===== src/hw/stc_defines.vh =====
// constants for the scan tap timing core
`ifndef STC_DEFINES_VH
`define STC_DEFINES_VH

// widths
`define STC_IR_W 8
`define STC_DR_W 8
`define STC_ST_W 4

// instruction values
`define STC_IR_CAPTURE 8'h81
`define STC_IR_BYPASS 8'hFF

// reset values
`define STC_RST_BYTE 8'h00

// tap controller state codes
`define STC_ST_TLR 4'hF
`define STC_ST_RTI 4'hC
`define STC_ST_SELDR 4'h7
`define STC_ST_CAPDR 4'h6
`define STC_ST_SHDR 4'h2
`define STC_ST_EX1DR 4'h1
`define STC_ST_PAUDR 4'h3
`define STC_ST_EX2DR 4'h0
`define STC_ST_UPDR 4'h5
`define STC_ST_SELIR 4'h4
`define STC_ST_CAPIR 4'hE
`define STC_ST_SHIR 4'hA
`define STC_ST_EX1IR 4'h9
`define STC_ST_PAUIR 4'hB
`define STC_ST_EX2IR 4'h8
`define STC_ST_UPIR 4'hD

// input synchroniser width, one bit per synchronised input
`define STC_SYNC_W 11

`endif


===== src/hw/stc_tap_fsm.v =====
// sixteen-state tap controller stepped by detected rising test clock edges
`timescale 1ns/1ps
`include "stc_defines.vh"

module stc_tap_fsm (
    // clock and reset
    input wire i_ref_clk,
    input wire i_rst,
    // stepping
    input wire i_tck_rise,
    input wire i_tms,
    // state
    output reg [3:0] o_state
);

reg [3:0] next_state;

////////////////////////////////////////////////////////////////////////////////
always @* begin
    next_state = o_state;
    case (o_state)
        `STC_ST_TLR: next_state = i_tms ? `STC_ST_TLR : `STC_ST_RTI;
        `STC_ST_RTI: next_state = i_tms ? `STC_ST_SELDR : `STC_ST_RTI;
        `STC_ST_SELDR: next_state = i_tms ? `STC_ST_SELIR : `STC_ST_CAPDR;
        `STC_ST_CAPDR: next_state = i_tms ? `STC_ST_EX1DR : `STC_ST_SHDR;
        `STC_ST_SHDR: next_state = i_tms ? `STC_ST_EX1DR : `STC_ST_SHDR;
        `STC_ST_EX1DR: next_state = i_tms ? `STC_ST_UPDR : `STC_ST_PAUDR;
        `STC_ST_PAUDR: next_state = i_tms ? `STC_ST_EX2DR : `STC_ST_PAUDR;
        `STC_ST_EX2DR: next_state = i_tms ? `STC_ST_UPDR : `STC_ST_SHDR;
        `STC_ST_UPDR: next_state = i_tms ? `STC_ST_SELDR : `STC_ST_RTI;
        `STC_ST_SELIR: next_state = i_tms ? `STC_ST_TLR : `STC_ST_CAPIR;
        `STC_ST_CAPIR: next_state = i_tms ? `STC_ST_EX1IR : `STC_ST_SHIR;
        `STC_ST_SHIR: next_state = i_tms ? `STC_ST_EX1IR : `STC_ST_SHIR;
        `STC_ST_EX1IR: next_state = i_tms ? `STC_ST_UPIR : `STC_ST_PAUIR;
        `STC_ST_PAUIR: next_state = i_tms ? `STC_ST_EX2IR : `STC_ST_PAUIR;
        `STC_ST_EX2IR: next_state = i_tms ? `STC_ST_UPIR : `STC_ST_SHIR;
        `STC_ST_UPIR: next_state = i_tms ? `STC_ST_SELDR : `STC_ST_RTI;
        default: next_state = `STC_ST_TLR;
    endcase
end

// five high samples reach reset from any state by the diagram itself
always @(posedge i_ref_clk) begin
    if (i_rst) begin
        o_state <= `STC_ST_TLR;
    end else if (i_tck_rise) begin
        o_state <= next_state;
    end
end

endmodule


===== src/hw/stc_tap_core.v =====
// test access port core: tck edge timing, instruction, bypass and data registers
// Functional notes
// - state changes, capture and shift on rising test clock; tdi, tms, function inputs sampled there.
// - serial output and function outputs change only on falling test clock.
// - instruction register loads 10000001 on rising edge leaving capture-ir.
// - serial output driver enabled on falling edge after entering a shift state.
// - in shift-ir the instruction register shifts one bit per rising edge.
// - serial output driver goes high impedance on falling edge in exit1 states.
// - shifted instruction moves to active latch on falling edge in update-ir.
// - all-ones instruction selects bypass register between serial input and output.
// - with bypass active, bypass register loads 0 leaving capture-dr.
// - in update-dr the shifted data moves to the parallel stage on falling edge.
`timescale 1ns/1ps
`include "stc_defines.vh"

module stc_tap_core (
    // clock and reset
    input wire i_ref_clk,
    input wire i_rst,
    // test access port pins
    input wire i_tck,
    input wire i_tms,
    input wire i_tdi,
    output reg o_tdo,
    output reg o_tdo_oe,
    // normal-function pins seen by the data register
    input wire [7:0] i_func_in,
    output reg [7:0] o_func_out,
    // status
    output reg [7:0] o_ir_active,
    output wire [3:0] o_tap_state
);

////////////////////////////////////////////////////////////////////////////////
// input synchronisers: bit 0 tck, bit 1 tms, bit 2 tdi, bits 10..3 function inputs

wire [10:0] raw_in;
reg [10:0] sync1;
reg [10:0] sync2;
reg [10:0] sync3;
reg [10:0] filt;
wire [10:0] next_filt;

assign raw_in = {i_func_in, i_tdi, i_tms, i_tck};

genvar gi;
generate
    for (gi = 0; gi < `STC_SYNC_W; gi = gi + 1) begin : g_sync
        // a change counts only once the second and third stages agree
        assign next_filt[gi] = (sync2[gi] == sync3[gi]) ? sync3[gi] : filt[gi];
        always @(posedge i_ref_clk) begin
            if (i_rst) begin
                sync1[gi] <= 1'b0;
                sync2[gi] <= 1'b0;
                sync3[gi] <= 1'b0;
                filt[gi] <= 1'b0;
            end else begin
                sync1[gi] <= raw_in[gi];
                sync2[gi] <= sync1[gi];
                sync3[gi] <= sync2[gi];
                filt[gi] <= next_filt[gi];
            end
        end
    end
endgenerate

wire tck_rise;
wire tck_fall;
wire tms_s;
wire tdi_s;
wire [7:0] func_s;

// tms and tdi share the tck pipeline depth, so they are seen as set up at the edge
// a tck phase shorter than about two reference clocks is lost in the filter
assign tck_rise = next_filt[0] & ~filt[0];
assign tck_fall = ~next_filt[0] & filt[0];
assign tms_s = next_filt[1];
assign tdi_s = next_filt[2];
assign func_s = next_filt[10:3];

////////////////////////////////////////////////////////////////////////////////
// tap controller

wire [3:0] state;

stc_tap_fsm u_fsm (
    .i_ref_clk (i_ref_clk),
    .i_rst (i_rst),
    .i_tck_rise (tck_rise),
    .i_tms (tms_s),
    .o_state (state)
);

assign o_tap_state = state;

////////////////////////////////////////////////////////////////////////////////
// decoding for the edge paths: bypass select used by both, exit1 test by the falling edge path only

function sel_bypass;
    input [7:0] ir;
    begin
        sel_bypass = (ir == `STC_IR_BYPASS);
    end
endfunction

function in_exit1;
    input [3:0] st;
    begin
        in_exit1 = (st == `STC_ST_EX1IR) || (st == `STC_ST_EX1DR);
    end
endfunction

////////////////////////////////////////////////////////////////////////////////
// rising edge: capture and shift
// pause, exit and update states leave every shift stage untouched

reg [7:0] ir_shift;
reg bypass_bit;
reg [7:0] dr_shift;

always @(posedge i_ref_clk) begin
    if (i_rst) begin
        ir_shift <= `STC_RST_BYTE;
        bypass_bit <= 1'b0;
        dr_shift <= `STC_RST_BYTE;
    end else if (tck_rise) begin
        case (state)
            `STC_ST_CAPIR: begin
                ir_shift <= `STC_IR_CAPTURE;
            end
            `STC_ST_SHIR: begin
                // lsb leaves first, tdi enters at the msb
                ir_shift <= {tdi_s, ir_shift[7:1]};
            end
            `STC_ST_CAPDR: begin
                if (sel_bypass(o_ir_active)) begin
                    bypass_bit <= 1'b0;
                end else begin
                    dr_shift <= func_s;
                end
            end
            `STC_ST_SHDR: begin
                if (sel_bypass(o_ir_active)) begin
                    bypass_bit <= tdi_s;
                end else begin
                    dr_shift <= {tdi_s, dr_shift[7:1]};
                end
            end
            default: begin
                ir_shift <= ir_shift;
            end
        endcase
    end
end

////////////////////////////////////////////////////////////////////////////////
// falling edge: serial output and driver enable

always @(posedge i_ref_clk) begin
    if (i_rst) begin
        o_tdo <= 1'b0;
        o_tdo_oe <= 1'b0;
    end else if (tck_fall) begin
        case (state)
            `STC_ST_TLR: begin
                o_tdo_oe <= 1'b0;
            end
            `STC_ST_SHIR: begin
                o_tdo_oe <= 1'b1;
                o_tdo <= ir_shift[0];
            end
            `STC_ST_SHDR: begin
                o_tdo_oe <= 1'b1;
                if (sel_bypass(o_ir_active)) begin
                    o_tdo <= bypass_bit;
                end else begin
                    o_tdo <= dr_shift[0];
                end
            end
            default: begin
                if (in_exit1(state)) begin
                    o_tdo_oe <= 1'b0;
                end
            end
        endcase
    end
end

////////////////////////////////////////////////////////////////////////////////
// falling edge: update stages, kept apart from the driver path

always @(posedge i_ref_clk) begin
    if (i_rst) begin
        o_func_out <= `STC_RST_BYTE;
        o_ir_active <= `STC_IR_BYPASS;
    end else if (tck_fall) begin
        case (state)
            `STC_ST_TLR: begin
                // reset leaves bypass selected so a chain stays one bit long
                o_ir_active <= `STC_IR_BYPASS;
            end
            `STC_ST_UPIR: begin
                o_ir_active <= ir_shift;
            end
            `STC_ST_UPDR: begin
                // bypass has no parallel stage, so only the data register updates
                if (!sel_bypass(o_ir_active)) begin
                    o_func_out <= dr_shift;
                end
            end
            default: begin
                o_ir_active <= o_ir_active;
            end
        endcase
    end
end

endmodule


===== config.mk =====
export PLATFORM = sky130hd
export DESIGN_NAME = stc_tap_core
export DESIGN_NICKNAME = d
export VERILOG_FILES = /design/src/hw/stc_tap_fsm.v /design/src/hw/stc_tap_core.v
export VERILOG_INCLUDE_DIRS = /design/src /design/src/hw
export SDC_FILE = /design/constraint.sdc
export NUM_CORES = 1
export LEC_CHECK = 0
export ABC_AREA = 1
export BUFFER_PORTS_ARGS = -buffer_cell sky130_fd_sc_hd__buf_4
export CAP_MARGIN = 20
export CORE_UTILIZATION = 40
export DETAILED_ROUTE_END_ITERATION = 12
export PLACE_DENSITY = 0.68
export SLEW_MARGIN = 20
export SYNTH_ARGS = -nofsm -noshare
export SYNTH_HDL_FRONTEND = slang
export SYNTH_SLANG_ARGS = --single-unit
export TNS_END_PERCENT = 20

===== constraint.sdc =====
create_clock -name i_ref_clk -period 1.7 [get_ports i_ref_clk]
set_input_delay 0.17 -clock i_ref_clk [delete_from_list [all_inputs] [get_ports i_ref_clk]]
set_output_delay 0.17 -clock i_ref_clk [all_outputs]
set_load 0.02 [all_outputs]

After elaboration in Yosys (flattened, before gate mapping) --
Index checks and enable logic that the tools add are counted.
Cells by class: bitwise logic cells 5, equal/unequal tests 31, mux-type cells 36, reduce and logical (&&, ||, !) cells 18
Operator list (number):
- one-hot mux 4 bit (12 select lines) | 1
- one-hot mux 8 bit (2 select lines) | 3
- == test 4 bit, second input constant | 8
- == test 4 x 3 -> 1 bit, second input constant | 4
- 2-to-1 mux 1 bit | 16
- 2-to-1 mux 8 bit | 2
- 2-to-1 mux 2 bit | 6
- 2-to-1 mux 3 bit | 4
- == test 1 bit | 11
- == test 4 x 2 -> 1 bit, second input constant | 2
- == test 8 bit, second input constant | 1
- != test 2 bit, second input constant | 4
- AND reduction 2 bit | 4
- AND reduction 4 bit | 2
- nonzero test 2 bit | 4
- one-hot mux 1 bit (2 select lines) | 3
- OR reduction 2 bit | 3
- == test 4 x 1 -> 1 bit, second input constant | 1
- logical NOT 4 bit | 1
- 2-to-1 mux 4 bit | 1
- inverter 1 bit | 3
- AND reduction 3 bit | 1
- nonzero test 3 bit | 1
- OR reduction 3 bit | 1
- 2 further kinds | 3
Word-level totals: register bits after elaboration 83, word-level logic and storage cells 142, output and inout port bits 22, bits of input ports 13

Longest topological paths before layout --
depth in word-level cells 5, mapped depth 9, mapped depth without buffers 8

Cells and area by module --
Synthesis repeated with hierarchy kept, for this count alone.
Unflattened totals: cell total of the unflattened synthesis 477, area total of the unflattened synthesis 3357.0 um2
Modules (own cells, without submodules):
- stc_tap_core | area an instance 3051.7 um2, cells each 428, sequential area each 1581.5 um2, instances 1
- stc_tap_fsm | area an instance 305.3 um2, cells each 49, sequential area each 80.1 um2, instances 1

Least setup slack after synthesis --
Ideal clock, no wire load.
kind reg2reg, start point register u_fsm.o_state[0], end point register o_func_out[1], library setup time 0.115 ns, data required time 1.585 ns, setup slack 0.350 ns, cell stages (with the launch flop) 8, arrival time 1.235 ns, period minus slack after synthesis 1.350 ns, path buffers 2, cells stage by stage dfxtp_1 > buf_4 > nand4_1 > nor2_4 > buf_6 > nand3_1 > nand2_1 > nor2_1
On the way: word-level cells in the longest chain between the ends 2
RTL lines:
- start: declaration | line stc_tap_fsm.v:13 | output reg [3:0] o_state
- start signal: assignment | line stc_tap_fsm.v:45 | o_state <= `STC_ST_TLR;
- start signal: assignment | line stc_tap_fsm.v:47 | o_state <= next_state;
- == test 4 x 3 -> 1 bit | line stc_tap_core.v:197 | case (state)
- AND reduction 3 bit (no source line)
- end signal: assignment | line stc_tap_core.v:194 | o_func_out <= `STC_RST_BYTE;
- end signal: assignment | line stc_tap_core.v:208 | o_func_out <= dr_shift;
- end: declaration | line stc_tap_core.v:28 | output reg [7:0] o_func_out,
No other way between the ends. A chain may end at the register's enable or synchronous reset.

Worst setup path in the final report --
start point register u_fsm.o_state[3], end point register o_ir_active[1]
On the way: word-level cells in the longest chain between the ends 3, elaborated cells on any way between the ends 5, those cells by class 2 x eq/ne; 1 x mux; 2 x reduce/logical
RTL lines:
- == test 4 bit | line stc_tap_core.v:197
- nonzero test 2 bit (no source line)
- AND reduction 2 bit (no source line)
- end signal: assignment | line stc_tap_core.v:195 | o_ir_active <= `STC_IR_BYPASS;
- end signal: assignment | line stc_tap_core.v:200 | o_ir_active <= `STC_IR_BYPASS;
- end signal: assignment | line stc_tap_core.v:203 | o_ir_active <= ir_shift;
- end: declaration | line stc_tap_core.v:30 | output reg [7:0] o_ir_active,
Parallel ways exist; a longest one is shown, timed or not.

==> impl_results.md <==
* First-pass GRT wire length at slightly above 10,000 um
* Worst EP arrival at 1.65 ns
* Accumulated negative setup slack at 0 ns
* EDFF count, synth at 0
* Y dimension of the die at slightly above 90 um
* Met3 routing resource usage after global routing at 0.03284
* Endpoint, Worst Hold: sync1[4]
* CP max stage delay at about 0.56 ns
* Dominant cell by count in the synthesized netlist: sky130_fd_sc_hd__nand2_1
* R2R cell count at 5
* Total GRT Usage at 0.1491
* Area share of fa/ha/maj cells after synthesis at 0
* Routed wire length at 5914 um
* Clock tree from TritonCTS: built
* Worst reg2reg path endpoint: o_ir_active[1]
* CTS H-tree lvls at 3
* DIE WIDTH at 92.93 um
* Clock transition at the register clock pins on the worst setup and hold paths after CTS at 0.08 ns
* Clock latency reported for the late side of the worst-skew pair at roughly 0.35 ns
* Row Count at 32
* GRT met2 Usage at 0.2445
* Final Total Pwr at around 3.7 mW
* Number of antenna cells inserted at 0
* Remaining design rule violation count at 0
* Proportion of layout cells with a drive suffix above 1 at 0.1443
* Area of the die at between 8000 and 9000 um2
* Synth area leaders: sky130_fd_sc_hd__dfxtp_1, sky130_fd_sc_hd__nand2_1, sky130_fd_sc_hd__nor2_1
* Count of vias placed by the detailed router at approximately 2,700
* Area Growth Syn to Fin at 17.10%
* Top-level I/O count at 35
* Cells traversed along the worst timing path: nand3_1 > nor2_4 > inv_1 > nand2_1 > nand3_1
* Final Setup Violations at 0
* Largest net degree at the start of global routing at 33
* Worst path slowest cell: sky130_fd_sc_hd__dfxtp_1
* Capturing element type of the critical path: flip-flop
* Aggregate global routing overflow at 0
* Count of buffering cells on the critical path with inverters included at 1
* List of most frequent post-synthesis cells: sky130_fd_sc_hd__nand2_1, sky130_fd_sc_hd__nor2_1, sky130_fd_sc_hd__dfxtp_1
* Synth top area share at 0.5025
* Count of unique library cells instantiated by Yosys at 22
* Most area-hungry cell type in the Yosys netlist: sky130_fd_sc_hd__dfxtp_1
* Synthesized-area fraction occupied by xor and xnor cells at 0
* Share of flip-flops with an asynchronous set or reset after synthesis at 0
* Standby leakage power at approximately 1.7 nW
* Share of synthesized area occupied by flip-flops and latches at 0.5025
* # clock sinks at between 80 and 90
* Number of instances in the synthesized netlist at around 450
* Post-synthesis instance area at 3307 um2
* Number of maximum-capacitance violations at 0
* Post-CTS setup buffer count at 0
* Measured slew at the worst slew-check pin at 0.3911 ns
* Global Route met1 Usage at 0.1830
* Total of cells resized after clock tree synthesis at 0
* Critical path data required time at 1.92 ns
* Max frequency at around 0.70 GHz
* Initial antenna violation count at 0
* Number of hold-slack violations in the final timing report at 0
* Worst setup path class: reg -> reg
* Compound-Gate Fraction of Synth Area at 0.07491
* Worst VDD drop at 0.4696 mV
* Largest delay share family, worst path: simple AND/OR/NAND/NOR gates
* Clock Path Buffers at 2
* Placed cell areas at 3647 um2
* Result of the run: finished, final reports clean
* Drt first-iter violations at between 80 and 90
* Worst slew margin relative to its limit at 0.7389
* Final critical-path required period at roughly 1.4 ns
* Pre-Repair DR Iteration Count at 4
* Number of global-route vias before repair at between 2,000 and 2,500
* Final Instance Area at between 3000 and 4000 um2
* Placeable core region at between 7000 and 8000 um2
* Top fanout value on the critical path at 9
* Cts hold-fix bufs at 0
* Setup repair after global routing missed its margin: false
* Ratio of total power to cell area at 948.2 nW/um2
* Effective utilization at floorplan at 0.4214
* CTS root buffer: sky130_fd_sc_hd__clkbuf_8
* Fin nets at between 500 and 600
* Mean area per synthesized cell at ~7.3 um2
* RD Place Congestion at a little over 0.8
* Cell count of the worst hold path at 3
* Simple-gate portion of the synthesized area at 0.3133
* Number of pins exceeding their max-slew limit in the final report at 0
* Count of port buffers added during placement at 34
* Average routed wire per standard cell at around 10 um
* Startpoint of the worst register-to-register path: u_fsm.o_state[3]
* Origin of the worst min-delay path: i_func_in[1]
* Post-synthesis mux area share at 0
* Setup slack of the most critical reg-to-reg path at 0.27 ns
* DRT antenna net count at 0
* Most utilized layer in the global route result: met2
* Dpl hpwl at ~4000 um
* Number of fillers in the final layout at 788
* Number of nets in the synthesized netlist at roughly 470
* Dominant combinational cell family by area after synthesis: simple AND/OR/NAND/NOR gates
* Synthesis Warnings at 0
* Post-DR vias/cell at around 4.5
* Count of cell instances traversed by the critical path at 5
* Clock tree skew after final layout at around 0.011 ns
* Prevailing post-synth register cell: sky130_fd_sc_hd__dfxtp_1
* Classification of the worst-slack hold path: in -> reg
* Category of the worst setup path launch point: flip-flop
* Ratio of final minimum period to clock period at 0.8384
* Clock buffer count from CTS at 9
* Most prevalent standard cell on the critical path: sky130_fd_sc_hd__nand3_1
* FF+latch count, synth at 83
[cells in the final DEF, fill, tap and decap left out, drive strengths merged]
cell and instances:
a21oi 28, buf 40, bufinv 2, clkbuf 11, clkinv 2, dfxtp 83, inv 73, nand2 96
nand3 34, nand4 1, nor2 99, nor3 2, o21a 1, o21ai 20
[routing by layer]
layer,vias to the layer above,wire (um)
met2,41,2653
met5,-,0
met1,1177,2940
met3,13,203
met4,0,116
li1,1438,-
[worst reg2reg max path, cell delays in order (launching register included)]
cell	delay, ns
sky130_fd_sc_hd__dfxtp_1	0.56
sky130_fd_sc_hd__nand3_1	0.21
sky130_fd_sc_hd__nor2_4	0.22
sky130_fd_sc_hd__inv_1	0.16
sky130_fd_sc_hd__nand2_1	0.09
sky130_fd_sc_hd__nand3_1	0.07
[worst max path at each step]
stage,from,end,slack [ns]
5_1_grt,u_fsm.o_state[3],o_ir_active[6],0.14
4_1_cts,u_fsm.o_state[3],o_ir_active[1],0.28
3_3_place_gp,u_fsm.o_state[1],o_func_out[2],0.31
3_5_place_dp,u_fsm.o_state[3],o_ir_active[5],0.29
6_report,u_fsm.o_state[3],o_ir_active[1],0.27
2_1_floorplan,u_fsm.o_state[0],o_func_out[1],0.35
[cell type report]
cell class / instances / area (um2) / share of cell area
clock inverter: 4 / 73.82 / 0.01906
sequential: 83 / 1662 / 0.4291
multi-input combinational: 281 / 1284 / 0.3315
timing repair buffer: 40 / 300.3 / 0.07754
tap: 102 / 127.6 / 0.03296
clock buffer: 11 / 151.4 / 0.03910
inverter: 73 / 274.0 / 0.07076
[cells by family (layout without fill, tap and decap cells)]
| kind of cell | count (synthesis) | count (layout) |
|---|---|---|
| and+or+nand+nor | 232 | 232 |
| buffers and inverters | 89 | 128 |
| DFF | 83 | 83 |
| AOI/OAI and AO/OA | 49 | 49 |
[stage by stage]
| stage | hold WS (ns) | setup WS (ns) | utilization | instances |
|---|---|---|---|---|
| global placement | 0.3703 | 0.3064 | 0.4648 | 579 |
| detailed placement | 0.3771 | 0.2876 | 0.4648 | 579 |
| finish | 0.01551 | 0.2747 | 0.4935 | 594 |
| global route | 0.01583 | 0.1448 | 0.4935 | 594 |
| CTS | 0.005612 | 0.2755 | 0.4935 | 594 |
| floorplan | 0.2770 | 0.3504 | - | 453 |
[state kept, by name, summed over array words and instances, names as in the netlist]
register / flops
bypass_bit: 1
o_tdo: 1
filt: 11
dr_shift: 8
u_fsm.o_state: 4
o_ir_active: 8
sync2: 11
sync1: 11
o_tdo_oe: 1
o_func_out: 8
sync3: 11
ir_shift: 8
[power breakdown]
group	leakage [nW]	total, mW	switching, mW	internal, mW
registers	0.675	1.99	0.0162	1.98
clock network	0.115	1.56	0.663	0.899
logic	0.956	0.118	0.0710	0.0467
Power figures use the tool's default switching activity.
